<file path="src/core/wlatch_pkg.sv">
// Constants for the write latch and block lock command block
package wlatch_pkg;
    localparam int unsigned SYS_CLK_HZ      = 25000000;
    localparam logic [7:0] OP_WRITE_ENABLE  = 8'h06;
    localparam logic [7:0] OP_WRITE_DISABLE = 8'h04;
    localparam logic [7:0] OP_VOL_ENABLE    = 8'h50;
    localparam logic [7:0] OP_BLOCK_LOCK    = 8'h36;
    localparam logic [7:0] OP_BUF_PROGRAM   = 8'h88;
    localparam logic [7:0] OP_STATUS_WR1    = 8'h01;
    localparam logic [7:0] OP_STATUS_WR2    = 8'h31;
    localparam logic [7:0] OP_STATUS_WR3    = 8'h11;
    localparam logic [7:0] OP_STATUS_WR4    = 8'h71;
    localparam int unsigned ADDR_BITS       = 24;
    localparam int unsigned ADDR_BYTES      = 3;
    localparam int unsigned PAGE_LSB        = 8;
    localparam int unsigned BLOCK_LSB       = 12;
    localparam int unsigned BLOCK_COUNT     = 256;
    localparam int unsigned BLOCK_IDX_BITS  = 8;
    localparam logic        LOCK_RESET      = 1'b1;
    localparam int unsigned BIT_CNT_BITS    = 3;
    localparam int unsigned BYTE_CNT_BITS   = 2;
    localparam int unsigned PROGRAM_CYCLES  = 64;
    localparam int unsigned PROG_CNT_BITS   = 7;
endpackage

</file>
<file path="src/core/write_latch_and_block_lock.sv">
// Command decoder guarding write commands with the write latch and block locks
// Notes on behaviour
// - Incomplete buffer program address aborts and clears the write latch.
// - Chip select rising off a byte boundary aborts with no action.
// - A failed buffer program sets the program error flag.
// - Opcode 06h sets the write latch at chip select rise.
// - Listed program, erase and status write opcodes need the latch.
// - A latch-guarded command with the latch clear is not executed.
// - Opcodes are eight clocks, most significant bit first.
// - Enable, disable and volatile enable are opcode only.
// - Opcode 04h clears the write latch at chip select rise.
// - Opcode 50h makes a latched 01h status write volatile, latch untouched.
// - Volatile permission lapses after the very next status write.
// - Block lock 36h carries three address bytes, no data.
// - Valid block lock sets the block's lock bit, clears latch.
// - Block locks count only when protect select is set.
// - All block lock bits start at one after reset.
// - Block lock is refused unless the write latch is set.
// - Buffer program ignores the low address byte, page from upper bits.
// - Busy shows during a buffer program and clears when done.
// - Buffer program to a protected place clears latch, no program.
// - Each lock bit covers every aligned 4 kB region with the same address bits 19:12, so 16 regions.
`timescale 1ns/100ps
`default_nettype none
module write_latch_and_block_lock
(
    input  wire logic        SYS_CLK_I,
    input  wire logic        RST_I,
    input  wire logic        CS_N_I,
    input  wire logic        SCK_I,
    input  wire logic        SI_I,
    input  wire logic        PROTECT_SELECT_FLAG_I,
    input  wire logic        PROTECT_COMPLEMENT_BIT_I,
    input  wire logic        PROTECT_SIZE_BIT_I,
    input  wire logic        TOP_BOTTOM_BIT_I,
    input  wire logic [2:0]  BLOCK_PROTECT_FIELD_I,
    input  wire logic        PROGRAM_FAIL_I,
    output logic             WRITE_LATCH_FLAG_O,
    output logic             PROGRAM_ERROR_FLAG_O,
    output logic             BUSY_FLAG_O,
    output logic             VOLATILE_WRITE_EN_O,
    output logic             STATUS_WRITE_GO_O,
    output logic             STATUS_WRITE_VOLATILE_O,
    output logic             GUARDED_GO_O,
    output logic [7:0]       GUARDED_OPCODE_O,
    output logic             PROGRAM_START_O,
    output logic [15:0]      PROGRAM_PAGE_O,
    output logic [255:0]     BLOCK_LOCK_O
);
    typedef enum logic [4:0] {
        ST_IDLE    = 5'b00001,
        ST_ADDR    = 5'b00010,
        ST_DATA    = 5'b00100,
        ST_IGNORE  = 5'b01000,
        ST_PROGRAM = 5'b10000
    } cmd_state_e;

    typedef struct packed {
        cmd_state_e  state;
        logic [7:0]  opcode;
        logic [23:0] addr;
        logic [1:0]  addr_cnt;
        logic        latch;
        logic        perr;
        logic        busy;
        logic        vol_en;
        logic        sw_go;
        logic        sw_vol;
        logic        g_go;
        logic [7:0]  g_op;
        logic        p_start;
        logic [15:0] p_page;
        logic [6:0]  p_cnt;
        logic [255:0] locks;
    } ctl_state_s;

    ctl_state_s st;
    ctl_state_s next_st;

    logic       frame_start;
    logic       frame_end;
    logic       byte_valid;
    logic [7:0] byte_data;
    logic       on_boundary;

    spi_byte_rx u_rx
    (
        .clk_i         (SYS_CLK_I),
        .rst_i         (RST_I),
        .cs_n_pin_i    (CS_N_I),
        .sck_pin_i     (SCK_I),
        .si_pin_i      (SI_I),
        .frame_start_o (frame_start),
        .frame_end_o   (frame_end),
        .byte_valid_o  (byte_valid),
        .byte_data_o   (byte_data),
        .on_boundary_o (on_boundary)
    );

    function automatic logic needs_latch(input logic [7:0] op);
        unique case (op)
            8'h02, 8'ha2, 8'h32, 8'haf, 8'had, 8'h88, 8'h81, 8'hdb, 8'h20,
            8'h52, 8'hd8, 8'h60, 8'hc7, 8'h9b, 8'h01, 8'h31, 8'h11, 8'h71,
            8'h0a:        needs_latch = 1'b1;
            default:      needs_latch = 1'b0;
        endcase
    endfunction

    function automatic logic is_status_write(input logic [7:0] op);
        is_status_write = (op == wlatch_pkg::OP_STATUS_WR1) ||
                          (op == wlatch_pkg::OP_STATUS_WR2) ||
                          (op == wlatch_pkg::OP_STATUS_WR3) ||
                          (op == wlatch_pkg::OP_STATUS_WR4);
    endfunction

    // Range protection from the block protect field: 128 kB units, 4 kB with the size bit
    function automatic logic range_protected(input logic [23:0] a, input logic cmp,
                                             input logic sz, input logic tb,
                                             input logic [2:0] bp);
        logic [3:0] unit;
        logic [3:0] span;
        logic       hit;
        unit = sz ? a[15:12] : {1'b0, a[19:17]};
        span = (bp == 3'h0) ? 4'h0 : (4'h1 << (bp - 3'h1));
        if (sz)
        begin
            unit = tb ? a[15:12] : ~a[15:12];
        end
        else
        begin
            unit = tb ? {1'b0, a[19:17]} : {1'b0, ~a[19:17]};
        end
        hit = (bp == 3'h7) ? 1'b1 : (unit < span);
        range_protected = hit ^ cmp;
    endfunction

    logic [7:0] blk_idx;
    logic       prot_hit;

    always_comb
    begin
        // One lock bit per 4 kB
        blk_idx = st.addr[19:12];
        prot_hit = PROTECT_SELECT_FLAG_I ? st.locks[blk_idx]
                 : range_protected(st.addr, PROTECT_COMPLEMENT_BIT_I, PROTECT_SIZE_BIT_I,
                                   TOP_BOTTOM_BIT_I, BLOCK_PROTECT_FIELD_I);
    end

    always_comb
    begin
        next_st = st;
        next_st.sw_go = 1'b0;
        next_st.g_go = 1'b0;
        next_st.p_start = 1'b0;
        if (st.busy && PROGRAM_FAIL_I)
        begin
            next_st.perr = 1'b1;
        end
        if (st.state == ST_PROGRAM)
        begin
            if (st.p_cnt == 7'(wlatch_pkg::PROGRAM_CYCLES - 1))
            begin
                next_st.busy = 1'b0;
                next_st.latch = 1'b0;
                next_st.state = ST_IDLE;
            end
            else
            begin
                next_st.p_cnt = st.p_cnt + 7'h1;
            end
        end
        else if (frame_start)
        begin
            next_st.state = ST_IDLE;
            next_st.addr_cnt = '0;
        end
        else if (byte_valid)
        begin
            unique case (st.state)
                ST_IDLE:
                begin
                    next_st.opcode = byte_data;
                    if (byte_data == wlatch_pkg::OP_BLOCK_LOCK ||
                        byte_data == wlatch_pkg::OP_BUF_PROGRAM)
                    begin
                        next_st.state = ST_ADDR;
                    end
                    else if (byte_data == wlatch_pkg::OP_WRITE_ENABLE ||
                             byte_data == wlatch_pkg::OP_WRITE_DISABLE ||
                             byte_data == wlatch_pkg::OP_VOL_ENABLE)
                    begin
                        next_st.state = ST_DATA;
                    end
                    else
                    begin
                        next_st.state = ST_IGNORE;
                    end
                end
                ST_ADDR:
                begin
                    next_st.addr = {st.addr[15:0], byte_data};
                    next_st.addr_cnt = st.addr_cnt + 2'h1;
                    if (st.addr_cnt == 2'(wlatch_pkg::ADDR_BYTES - 1))
                    begin
                        next_st.state = ST_DATA;
                    end
                end
                ST_DATA:
                begin
                    next_st.state = ST_IGNORE;
                end
                default:
                begin
                    next_st.state = ST_IGNORE;
                end
            endcase
        end
        else if (frame_end)
        begin
            next_st.state = ST_IDLE;
            if (!on_boundary)
            begin
                next_st.state = ST_IDLE;
            end
            else if (st.state == ST_DATA)
            begin
                unique case (st.opcode)
                    wlatch_pkg::OP_WRITE_ENABLE:
                    begin
                        next_st.latch = 1'b1;
                    end
                    wlatch_pkg::OP_WRITE_DISABLE:
                    begin
                        next_st.latch = 1'b0;
                    end
                    wlatch_pkg::OP_VOL_ENABLE:
                    begin
                        next_st.vol_en = 1'b1;
                    end
                    wlatch_pkg::OP_BLOCK_LOCK:
                    begin
                        if (st.latch)
                        begin
                            next_st.locks[blk_idx] = 1'b1;
                            next_st.latch = 1'b0;
                        end
                    end
                    default:
                    begin
                        if (st.latch && prot_hit)
                        begin
                            next_st.latch = 1'b0;
                        end
                        else if (st.latch)
                        begin
                            next_st.p_page = st.addr[23:8];
                            next_st.p_start = 1'b1;
                            next_st.p_cnt = '0;
                            next_st.busy = 1'b1;
                            next_st.state = ST_PROGRAM;
                        end
                    end
                endcase
            end
            else if (st.state == ST_ADDR && st.opcode == wlatch_pkg::OP_BUF_PROGRAM)
            begin
                next_st.latch = 1'b0;
            end
            else if (st.state == ST_IGNORE && needs_latch(st.opcode) &&
                     st.opcode != wlatch_pkg::OP_BUF_PROGRAM)
            begin
                if (st.latch)
                begin
                    next_st.g_go = 1'b1;
                    next_st.g_op = st.opcode;
                    if (is_status_write(st.opcode))
                    begin
                        next_st.sw_go = 1'b1;
                        next_st.sw_vol = st.vol_en &&
                                         (st.opcode == wlatch_pkg::OP_STATUS_WR1);
                    end
                end
                // Permission lapses after next status write
                if (is_status_write(st.opcode))
                begin
                    next_st.vol_en = 1'b0;
                end
            end
            next_st.addr_cnt = '0;
        end
        if (RST_I)
        begin
            next_st = '0;
            next_st.state = ST_IDLE;
            next_st.locks = {wlatch_pkg::BLOCK_COUNT{wlatch_pkg::LOCK_RESET}};
        end
    end

    always_ff @(posedge SYS_CLK_I)
    begin
        st <= next_st;
    end

    assign WRITE_LATCH_FLAG_O = st.latch;
    assign PROGRAM_ERROR_FLAG_O = st.perr;
    assign BUSY_FLAG_O = st.busy;
    assign VOLATILE_WRITE_EN_O = st.vol_en;
    assign STATUS_WRITE_GO_O = st.sw_go;
    assign STATUS_WRITE_VOLATILE_O = st.sw_vol;
    assign GUARDED_GO_O = st.g_go;
    assign GUARDED_OPCODE_O = st.g_op;
    assign PROGRAM_START_O = st.p_start;
    assign PROGRAM_PAGE_O = st.p_page;
    assign BLOCK_LOCK_O = st.locks;
endmodule
`default_nettype wire

</file>
<file path="src/core/spi_byte_rx.sv">
// Serial shifter: samples link pins and delivers whole bytes
`timescale 1ns/100ps
`default_nettype none
module spi_byte_rx
(
    input  wire logic       clk_i,
    input  wire logic       rst_i,
    input  wire logic       cs_n_pin_i,
    input  wire logic       sck_pin_i,
    input  wire logic       si_pin_i,
    output logic            frame_start_o,
    output logic            frame_end_o,
    output logic            byte_valid_o,
    output logic [7:0]      byte_data_o,
    output logic            on_boundary_o
);
    typedef struct packed {
        logic [2:0] cs_n_sync;
        logic [2:0] sck_sync;
        logic [1:0] si_sync;
        logic [2:0] bit_cnt;
        logic [6:0] shift;
        logic       fstart;
        logic       fend;
        logic       bvalid;
        logic [7:0] bdata;
    } rx_state_s;

    rx_state_s st;
    rx_state_s next_st;

    always_comb
    begin
        next_st = st;
        next_st.fstart = 1'b0;
        next_st.fend = 1'b0;
        next_st.bvalid = 1'b0;
        next_st.cs_n_sync = {st.cs_n_sync[1:0], cs_n_pin_i};
        next_st.sck_sync = {st.sck_sync[1:0], sck_pin_i};
        next_st.si_sync = {st.si_sync[0], si_pin_i};
        if (st.cs_n_sync[2] && !st.cs_n_sync[1])
        begin
            next_st.fstart = 1'b1;
            next_st.bit_cnt = '0;
        end
        if (!st.cs_n_sync[2] && st.cs_n_sync[1])
        begin
            next_st.fend = 1'b1;
        end
        if (!st.cs_n_sync[1] && !st.sck_sync[2] && st.sck_sync[1])
        begin
            next_st.bit_cnt = st.bit_cnt + 3'h1;
            next_st.shift = {st.shift[5:0], st.si_sync[1]};
            if (st.bit_cnt == 3'h7)
            begin
                next_st.bvalid = 1'b1;
                next_st.bdata = {st.shift, st.si_sync[1]};
            end
        end
        if (rst_i)
        begin
            next_st = '0;
            next_st.cs_n_sync = 3'h7;
        end
    end

    always_ff @(posedge clk_i)
    begin
        st <= next_st;
    end

    assign frame_start_o = st.fstart;
    assign frame_end_o = st.fend;
    assign byte_valid_o = st.bvalid;
    assign byte_data_o = st.bdata;
    assign on_boundary_o = (st.bit_cnt == 3'h0);
endmodule
`default_nettype wire

</file>
<file path="config.mk">
export PLATFORM = sky130hd
export DESIGN_NAME = write_latch_and_block_lock
export DESIGN_NICKNAME = d
export VERILOG_FILES = /design/src/core/wlatch_pkg.sv /design/src/core/write_latch_and_block_lock.sv /design/src/core/spi_byte_rx.sv
export SDC_FILE = /design/constraint.sdc
export NUM_CORES = 1
export LEC_CHECK = 0
export BUFFER_PORTS_ARGS = -buffer_cell sky130_fd_sc_hd__buf_4
export CORE_ASPECT_RATIO = 2
export CORE_MARGIN = 3
export CORE_UTILIZATION = 55
export DETAILED_ROUTE_END_ITERATION = 6
export PLACE_DENSITY = 0.88
export SETUP_SLACK_MARGIN = 0.15
export SYNTH_ARGS = -nofsm -noshare
export SYNTH_HDL_FRONTEND = slang
export SYNTH_HIERARCHICAL = 1
export SYNTH_SLANG_ARGS = --single-unit
export TNS_END_PERCENT = 30
</file>
<file path="constraint.sdc">
create_clock -name SYS_CLK_I -period 3.7 [get_ports SYS_CLK_I]
set_clock_uncertainty 0.15 [all_clocks]
set_input_delay 0.555 -clock SYS_CLK_I [delete_from_list [all_inputs] [get_ports SYS_CLK_I]]
set_output_delay 0.555 -clock SYS_CLK_I [all_outputs]
set_load 0.05 [all_outputs]
</file>
==> results of run 1 <==
[final timing paths]
path	startpoint	to
setup / recovery	blk_idx[1]	st[261]
setup reg to reg	blk_idx[1]	st[261]
hold reg to reg	u_rx/st[28]	u_rx/frame_end_o
hold / removal	SI_I	u_rx/st[21]
[kinds of logic (layout without fill, tap and decap cells)]
logic type / Yosys count / count (layout)
AND/OR/NAND/NOR: 596 / 596
buffers and inverters: 419 / 407
AO/OA/AOI/OAI: 383 / 383
flip-flops: 363 / 363
multiplexers: 124 / 124
adder cells (fa/ha/maj): 9 / 9
XOR/XNOR: 7 / 7
[layer usage]
| metal | part of all wire | wire (microns) | track usage |
|---|---|---|---|
| met1 | 0.32 | 16800 | 0.326 |
| met2 | 0.50 | 26400 | 0.530 |
| met3 | 0.095 | 4970 | 0.0574 |
| met4 | 0.081 | 4270 | 0.219 |
| met5 | 0 | 0 | 0 |
[through the flow]
step / setup slack, ps / instance area [sq um] / utilization / hold WS [ps] / power, uW
final: 251 / 18300 / 0.608 / 42.9 / 7390
after global placement: 233 / 17300 / 0.572 / 246 / 4120
after global routing: 105 / 18300 / 0.608 / 57.3 / 7540
after detailed placement: 217 / 17300 / 0.572 / 245 / 4120
after CTS: 176 / 18300 / 0.607 / 28.2 / 7390
after floorplan: 387 / 16900 / - / 239 / 4090
[state kept, by name, summed over array words and instances (netlist names), 8 cells and up]
register and count:
blk_idx 8, PROGRAM_PAGE_O 16, GUARDED_OPCODE_O 8, st 38
u_rx/st 18, BLOCK_LOCK_O 256, u_rx/byte_data_o 8
[final cells by class]
class,count,area (sq um),area share
timing repair buffer,342,2640,0.144
clock inverter,13,140,0.00764
sequential,363,7280,0.397
clock buffer,42,898,0.0490
multi-input combinational,1119,6890,0.375
inverter,10,37.5,0.00205
tap,368,460,0.0251
[power groups by stage]
stage               logic, uW  registers (uW)  clock network (uW)
finish                    128            3910                3350
global route              137            3910                3500
CTS                       123            3910                3360
detailed placement        121            4000                   0
global placement          119            4000                   0
floorplan                85.3            4000                   0
[timing repair]
action | CTS | global route
endpoints found under the setup margin | 0 | 100
hold endpoints to repair | 1 | 0
gates resized for setup | 0 | 6
hold buffers | 1 | 0
[cells in the final DEF, fill, tap and decap left out, drive strengths merged, types with 3 or more instances in the layout]
cell	n
nand2	139
a31oi	3
o31ai	3
clkbuf	42
a2111oi	3
or3	8
nand3b	6
ha	9
mux4	59
nor2b	22
nand3	26
nor3	12
xor2	6
nor2	331
nand2b	5
or4	6
o21ai	272
nand4	10
inv	12
and2	3
o311a	3
o22ai	5
clkinv	8
a21oi	67
mux2i	57
buf	341
nor3b	6
mux2	8
o221ai	3
or2	4
dfxtp	363
nor4bb	3
==> impl_table.tex, run 1 <==
\begin{tabular}{lr}
\hline
Metric & Value \\
\hline
\multicolumn{2}{l}{\textbf{Setup path}} \\
\quad List of cells traversed by the critical path & mux4\_1 -> mux2\_2 -> o22ai\_1 -> a221o\_1 -> o311ai\_2 -> nand4\_4 -> a21oi\_4 -> buf\_4 -> or3\_1 -> a21oi\_1 \\
\quad Critical path peak fanout & 28 \\
\quad Max stage delay cell, worst path & dfxtp\_4 \\
\quad Worst Setup Start Kind & flip-flop \\
\quad Data arrival at the endpoint of the critical path & 3810 ps \\
\quad Count of cells along the worst register-to-register path & 10 \\
\quad Worst endpoint required time & 4060 ps \\
\quad Depth of the critical timing path with buffers and inverters included & 10 \\
\quad Endpoint type of the worst setup path & flip-flop \\
\quad Critical path buffer and inverter count & 1 \\
\quad Setup Crit Path Kind & reg2reg \\
\quad Reg2Reg Setup Slack & 250 ps \\
\quad Dominant delay contributor by cell family on the critical path & compound AO/OA/AOI/OAI gates \\
\quad Worst path max stage delay & 680 ps \\
\multicolumn{2}{l}{\textbf{Logic synthesis}} \\
\quad Most frequent cells after synthesis & 363 x dfxtp\_1, 331 x nor2\_1, 292 x buf\_4, 272 x o21ai\_0, 139 x nand2\_1 \\
\quad Biggest area consumer among synthesized cells & dfxtp\_1 \\
\quad Avg Inst Size Synth & 8.89 sq um \\
\quad Share of async-settable or async-resettable flops after synthesis & 0 \\
\quad Multiplexer share of the synthesized area & 0.119 \\
\quad Yosys reg bits & 363 \\
\quad Synth Area in Adders & 0.00666 \\
\quad Share of the synthesized netlist area taken by xor and xnor gates & 0.00363 \\
\quad Synthesized netlist cell count & 1901 \\
\quad Number of distinct library cells after synthesis & 75 \\
\quad Simple-gate portion of the synthesized area & 0.154 \\
\quad Number of enable-type register cells in the synthesized netlist & 0 \\
\quad Netlist area before placement & 16900 sq um \\
\quad Main synth FF type & dfxtp\_1 \\
\quad Synth top area cells & dfxtp\_1 43\%, buf\_4 13\%, o21ai\_0 8.1\% \\
\quad Synth Area in Compound Gates & 0.123 \\
\quad Largest family of logic cells by synthesized area & buffers and inverters \\
\quad Most numerous cell in the Yosys netlist & dfxtp\_1 \\
\quad Post-synthesis net count & 1923 \\
\quad Portion of the post-synthesis area used by sequential elements & 0.430 \\
\quad Portion of synthesized cell area occupied by the leading cell type & 0.430 \\
\quad Yosys warning count & 6 \\
\multicolumn{2}{l}{\textbf{Global routing}} \\
\quad Initial antenna violation count & 0 \\
\quad Vias in the first global route & 13492 \\
\quad Tot GR Track Use & 0.306 \\
\quad Global-route wire length before repair & 77500 microns \\
\quad Overall overflow remaining after global route & 0 \\
\quad Largest net degree at the start of global routing & 167 \\
\multicolumn{2}{l}{\textbf{STA}} \\
\quad Number of hold-slack violations in the final timing report & 0 \\
\quad Final critical-path share of the clock period & 0.932 \\
\quad RSZ-0062 raised after global routing & true \\
\quad Accumulated negative setup slack & 0 ps \\
\quad Slew Limit Headroom & 0.288 \\
\quad Number of max-slew violations in the final report & 0 \\
\quad Slew at the pin closest to its max-slew limit & 1070 ps \\
\quad Min Clock Period, post-route & 3450 ps \\
\quad Number of setup violations in the final report & 0 \\
\quad Highest achievable clock rate & 290 MHz \\
\multicolumn{2}{l}{\textbf{Place}} \\
\quad Placed cell count & 2201 \\
\quad RePlAce Congestion & 1.00 \\
\quad I/O Buffers & 300 \\
\quad Dpl hpwl & 37300 microns \\
\multicolumn{2}{l}{\textbf{Pwr}} \\
\quad Power density of the placed cells & 403 nW/um\^{}2 \\
\quad Internal & 5790 uW \\
\quad Net switching component of the power & 1600 uW \\
\quad Portion of total power attributed to combinational logic & 0.017 \\
\quad Sw Share & 0.216 \\
\quad Portion of total power attributed to sequential cells & 0.529 \\
\quad Clock group share of total power & 0.454 \\
\quad P\_leak & 0.00681 uW \\
\quad Worst vdd rail ir drop & 0.000439 V \\
\multicolumn{2}{l}{\textbf{Routing}} \\
\quad First DRT Iteration DRCs & 1942 \\
\quad Via count & 13892 \\
\quad Drt first pass iters & 6 \\
\quad Final wirelength & 52500 microns \\
\quad Antenna viol nets, final & 0 \\
\quad Via density per instance & 6.16 \\
\quad DRC violations left & 0 \\
\quad Wire length per cell after detailed routing & 23.3 microns \\
\multicolumn{2}{l}{\textbf{Clocking}} \\
\quad Buffers inserted by post-CTS timing repair & 0 \\
\quad Root cell of the clock tree & clkbuf\_16 \\
\quad Deepest level of the CTS H-tree & 1 \\
\quad Clock transition at the register clock pins on the worst setup and hold paths after CTS & 70 ps \\
\quad Total CTS buffers & 30 \\
\quad Number of buffers on the longest clock path & 3 \\
\quad Clock sink count & 363 \\
\quad Clock latency on the worst-skew pair & 580 ps \\
\quad TritonCTS clock tree & built \\
\multicolumn{2}{l}{\textbf{Floorplan}} \\
\quad Placement Rows & 90 \\
\quad Die width & 130 microns \\
\quad Placeable core area & 30200 sq um \\
\quad Starting density of the core & 0.560 \\
\quad Vertical extent of the die & 254 microns \\
\quad I/O pin count & 301 \\
\quad Die Outline Area & 33000 sq um \\
\multicolumn{2}{l}{\textbf{Finish}} \\
\quad Number of fill cells & 2388 \\
\quad Nets & 1888 \\
\quad Layout area overhead & 8.57\% \\
\quad Layout cell share with drive strength beyond 1 & 0.253 \\
\quad Total inserted antenna cells & 0 \\
\quad Count of non-filler cells in the finished layout & 2257 \\
\multicolumn{2}{l}{\textbf{Outcome}} \\
\quad Status & complete, no violations \\
\multicolumn{2}{l}{\textbf{Min path}} \\
\quad Hold Path Stages & 2 \\
\quad Hold WC Path Type & in2reg \\
\multicolumn{2}{l}{\textbf{Job}} \\
\quad Max Cap Violations & 0 \\
\hline
\end{tabular}
Power figures use the tool's default switching activity.
==> run 2: changes to the inputs <==
--- a/config.mk
+++ b/config.mk
@@ -11,6 +11,7 @@
 export CORE_UTILIZATION = 55
 export DETAILED_ROUTE_END_ITERATION = 6
 export PLACE_DENSITY = 0.88
+export RECOVER_POWER = 25
 export SETUP_SLACK_MARGIN = 0.15
 export SYNTH_ARGS = -nofsm -noshare
 export SYNTH_HDL_FRONTEND = slang
==> impl_table.tex, run 2 (synthesis gave the netlist of run 1 again) <==
\begin{tabular}{lr}
\hline
Metric & Value \\
\hline
\multicolumn{2}{l}{\textbf{Outcome}} \\
\quad Status & finished, violations left \\
\quad Failing checks & capacitance limit, slew limit \\
\multicolumn{2}{l}{\textbf{Finish}} \\
\quad Layout area overhead & 5.58\% \\
\quad Number of fill cells & 2523 (+5.7\%) \\
\quad Flip-flop count of the largest register after layout & 256 (unchanged) \\
\quad Most frequent standard cell in the layout excluding fill and tap cells & dfxtp\_1 \\
\quad Layout cell share with drive strength beyond 1 & 0.183 (-0.0699) \\
\quad Nets & 1888 (unchanged) \\
\quad Total inserted antenna cells & 0 (unchanged) \\
\quad Most frequent cells in the layout & 360 x dfxtp\_1, 331 x nor2\_1, 272 x o21ai\_0 \\
\quad Area of the multi-input gates & 6890 sq um (unchanged) \\
\quad Area of all placed cells without fillers & 17800 sq um (-2.8\%) \\
\quad Sequential standard cell area & 7280 sq um (unchanged) \\
\multicolumn{2}{l}{\textbf{Place}} \\
\quad I/O Buffers & 300 (unchanged) \\
\quad Dpl hpwl & 37300 microns (unchanged) \\
\quad Total placed instance area & 17300 sq um (unchanged) \\
\quad RePlAce Congestion & 1.00 (unchanged) \\
\multicolumn{2}{l}{\textbf{STA}} \\
\quad Number of max-slew violations in the final report & 166 (+166) \\
\quad Accumulated negative setup slack & 0 ps (unchanged) \\
\quad Slew Limit Headroom & -1.04 (-1.33) \\
\quad Highest achievable clock rate & 285 MHz (-1.7\%) \\
\quad Worst hold slack after final layout & 41.9 ps (-1.08 ps) \\
\quad Number of setup violations in the final report & 0 (unchanged) \\
\quad Number of hold-slack violations in the final timing report & 0 (unchanged) \\
\quad Final critical-path share of the clock period & 0.948 (+0.0156) \\
\quad Min Clock Period, post-route & 3510 ps (+57.9 ps) \\
\quad RSZ-0062 raised after global routing & true \\
\quad Slew at the pin closest to its max-slew limit & 3060 ps (+1990 ps) \\
\multicolumn{2}{l}{\textbf{Global routing}} \\
\quad Vias in the first global route & 13492 (unchanged) \\
\quad Tot GR Track Use & 0.306 (unchanged) \\
\quad Largest net degree at the start of global routing & 167 (unchanged) \\
\quad Overall overflow remaining after global route & 0 (unchanged) \\
\quad Global-route wire length before repair & 77500 microns (unchanged) \\
\quad Initial antenna violation count & 0 (unchanged) \\
\multicolumn{2}{l}{\textbf{Pwr}} \\
\quad P\_leak & 0.00638 uW (-6.3\%) \\
\quad Power density of the placed cells & 414 nW/um\^{}2 (+2.9\%) \\
\quad Internal & 5790 uW (about the same) \\
\quad Worst vdd rail ir drop & 0.000440 V (+0.21\%) \\
\quad Sw Share & 0.217 (+0.000702) \\
\quad Portion of total power attributed to sequential cells & 0.529 (about the same) \\
\quad Portion of total power attributed to combinational logic & 0.017 (about the same) \\
\quad Clock group share of total power & 0.454 (about the same) \\
\quad Post-layout power & 7390 uW (about the same) \\
\quad Net switching component of the power & 1600 uW (+0.41\%) \\
\multicolumn{2}{l}{\textbf{Routing}} \\
\quad Final wirelength & 52600 microns (+0.16\%) \\
\quad Drt first pass iters & 6 (unchanged) \\
\quad DRC violations left & 0 (unchanged) \\
\quad Wire length per cell after detailed routing & 23.3 microns (+0.16\%) \\
\quad Via density per instance & 6.17 (+0.21\%) \\
\quad Via count & 13921 (+0.21\%) \\
\quad Antenna viol nets, final & 0 (unchanged) \\
\quad First DRT Iteration DRCs & 1906 (-1.9\%) \\
\multicolumn{2}{l}{\textbf{Min path}} \\
\quad Hold Path Stages & 2 (unchanged) \\
\quad Worst Hold End & u\_rx/st[21] \\
\quad Hold WC Path Type & in2reg \\
\quad Hold\_sp & SI\_I \\
\multicolumn{2}{l}{\textbf{Clocking}} \\
\quad Total CTS buffers & 30 (unchanged) \\
\quad Buffers inserted by post-CTS timing repair & 0 (unchanged) \\
\quad Clock transition at the register clock pins on the worst setup and hold paths after CTS & 70 ps (about the same) \\
\quad Clock sink count & 363 (unchanged) \\
\quad TritonCTS clock tree & built \\
\quad Clock latency on the worst-skew pair & 580 ps (about the same) \\
\quad Root cell of the clock tree & clkbuf\_16 \\
\quad Number of buffers on the longest clock path & 3 (unchanged) \\
\quad Deepest level of the CTS H-tree & 1 (unchanged) \\
\multicolumn{2}{l}{\textbf{Setup path}} \\
\quad Worst r2r src & blk\_idx[1] \\
\quad Worst endpoint required time & 3900 ps (-160 ps) \\
\quad Endpoint type of the worst setup path & flip-flop \\
\quad Count of cells along the worst register-to-register path & 11 (+1) \\
\quad Critical path peak fanout & 28 (unchanged) \\
\quad Worst Setup Start Kind & flip-flop \\
\quad Data arrival at the endpoint of the critical path & 3700 ps (-110 ps) \\
\quad Reg2Reg Setup Slack & 190 ps (-60 ps) \\
\quad Setup Crit Path Kind & reg2reg \\
\quad Worst reg2reg path endpoint & PROGRAM\_PAGE\_O[2] \\
\multicolumn{2}{l}{\textbf{Floorplan}} \\
\quad Die width & 130 microns (unchanged) \\
\quad Placement Rows & 90 (unchanged) \\
\quad Starting density of the core & 0.560 (unchanged) \\
\quad I/O pin count & 301 (unchanged) \\
\quad Die Outline Area & 33000 sq um (unchanged) \\
\quad Vertical extent of the die & 254 microns (unchanged) \\
\quad Placeable core area & 30200 sq um (unchanged) \\
\multicolumn{2}{l}{\textbf{Job}} \\
\quad Max Cap Violations & 1 (+1) \\
\hline
\end{tabular}
-- run 2: cell types whose count changed in the layout (fill, tap and decap cells not counted), sizes merged --
cell / before / now
buf: 341 / 209
clkbuf: 42 / 174
-- run 2: worst max-delay path by stage --
stage                from            endpoint  slack [ps]
6_report       blk_idx[1]   PROGRAM_PAGE_O[2]         190
5_1_grt        blk_idx[0]   PROGRAM_PAGE_O[2]          90
4_1_cts        blk_idx[1]  PROGRAM_PAGE_O[12]         180
3_5_place_dp   blk_idx[1]  PROGRAM_PAGE_O[12]         220
3_3_place_gp   blk_idx[1]   PROGRAM_PAGE_O[2]         230
2_1_floorplan  blk_idx[2]   PROGRAM_PAGE_O[7]         390
-- run 2: area by class of cell --
class	instances	area share
inverters	10	0.00210
repair buffers	342	0.120
clock buffers	42	0.0504
flip-flops and latches	363	0.408
multi-input cells	1119	0.386
well taps	368	0.0258
clock inverters	13	0.00786
-- run 2: power by group through the flow --
stage	Combinational, uW	Sequential (uW)	Clock, uW
final	127	3910	3360
after CTS	123	3910	3360
after detailed placement	121	4000	0
after floorplan	85.3	4000	0
after global placement	119	4000	0
after global routing	137	3910	3500
-- run 2: routing by layer --
metal | share of wire | GRT usage | routed length (microns)
met1 | 0.32 | 0.326 | 16800
met2 | 0.50 | 0.530 | 26500
met3 | 0.094 | 0.0574 | 4960
met4 | 0.081 | 0.219 | 4270
met5 | 0 | 0 | 0
-- run 2: repair_timing --
action,4_1_cts,5_1_grt
setup endpoints to repair,0,100
hold buffers,1,0
gates resized for setup,0,6
hold endpoints to repair,1,0
-- run 2: per-stage QoR --
| step | worst slack (ps) | utilization | std cells |
|---|---|---|---|
| 4_1_cts | 176 | 0.607 | 2257 |
| 3_3_place_gp | 233 | 0.572 | 2201 |
| 2_1_floorplan | 387 | - | 1901 |
| 5_1_grt | 92.0 | 0.591 | 2257 |
| 6_report | 193 | 0.591 | 2257 |
| 3_5_place_dp | 217 | 0.572 | 2201 |
-- run 2: critical path, cell delays in order (launching register included) --
cell,delay [ps]
dfxtp_4,690
buf_4,340
mux4_2,220
nand2_1,50
a31oi_1,390
a31oi_1,190
o311ai_2,410
nand4_4,200
nand3b_1,200
buf_12,190
mux2i_1,190
nor2_1,50
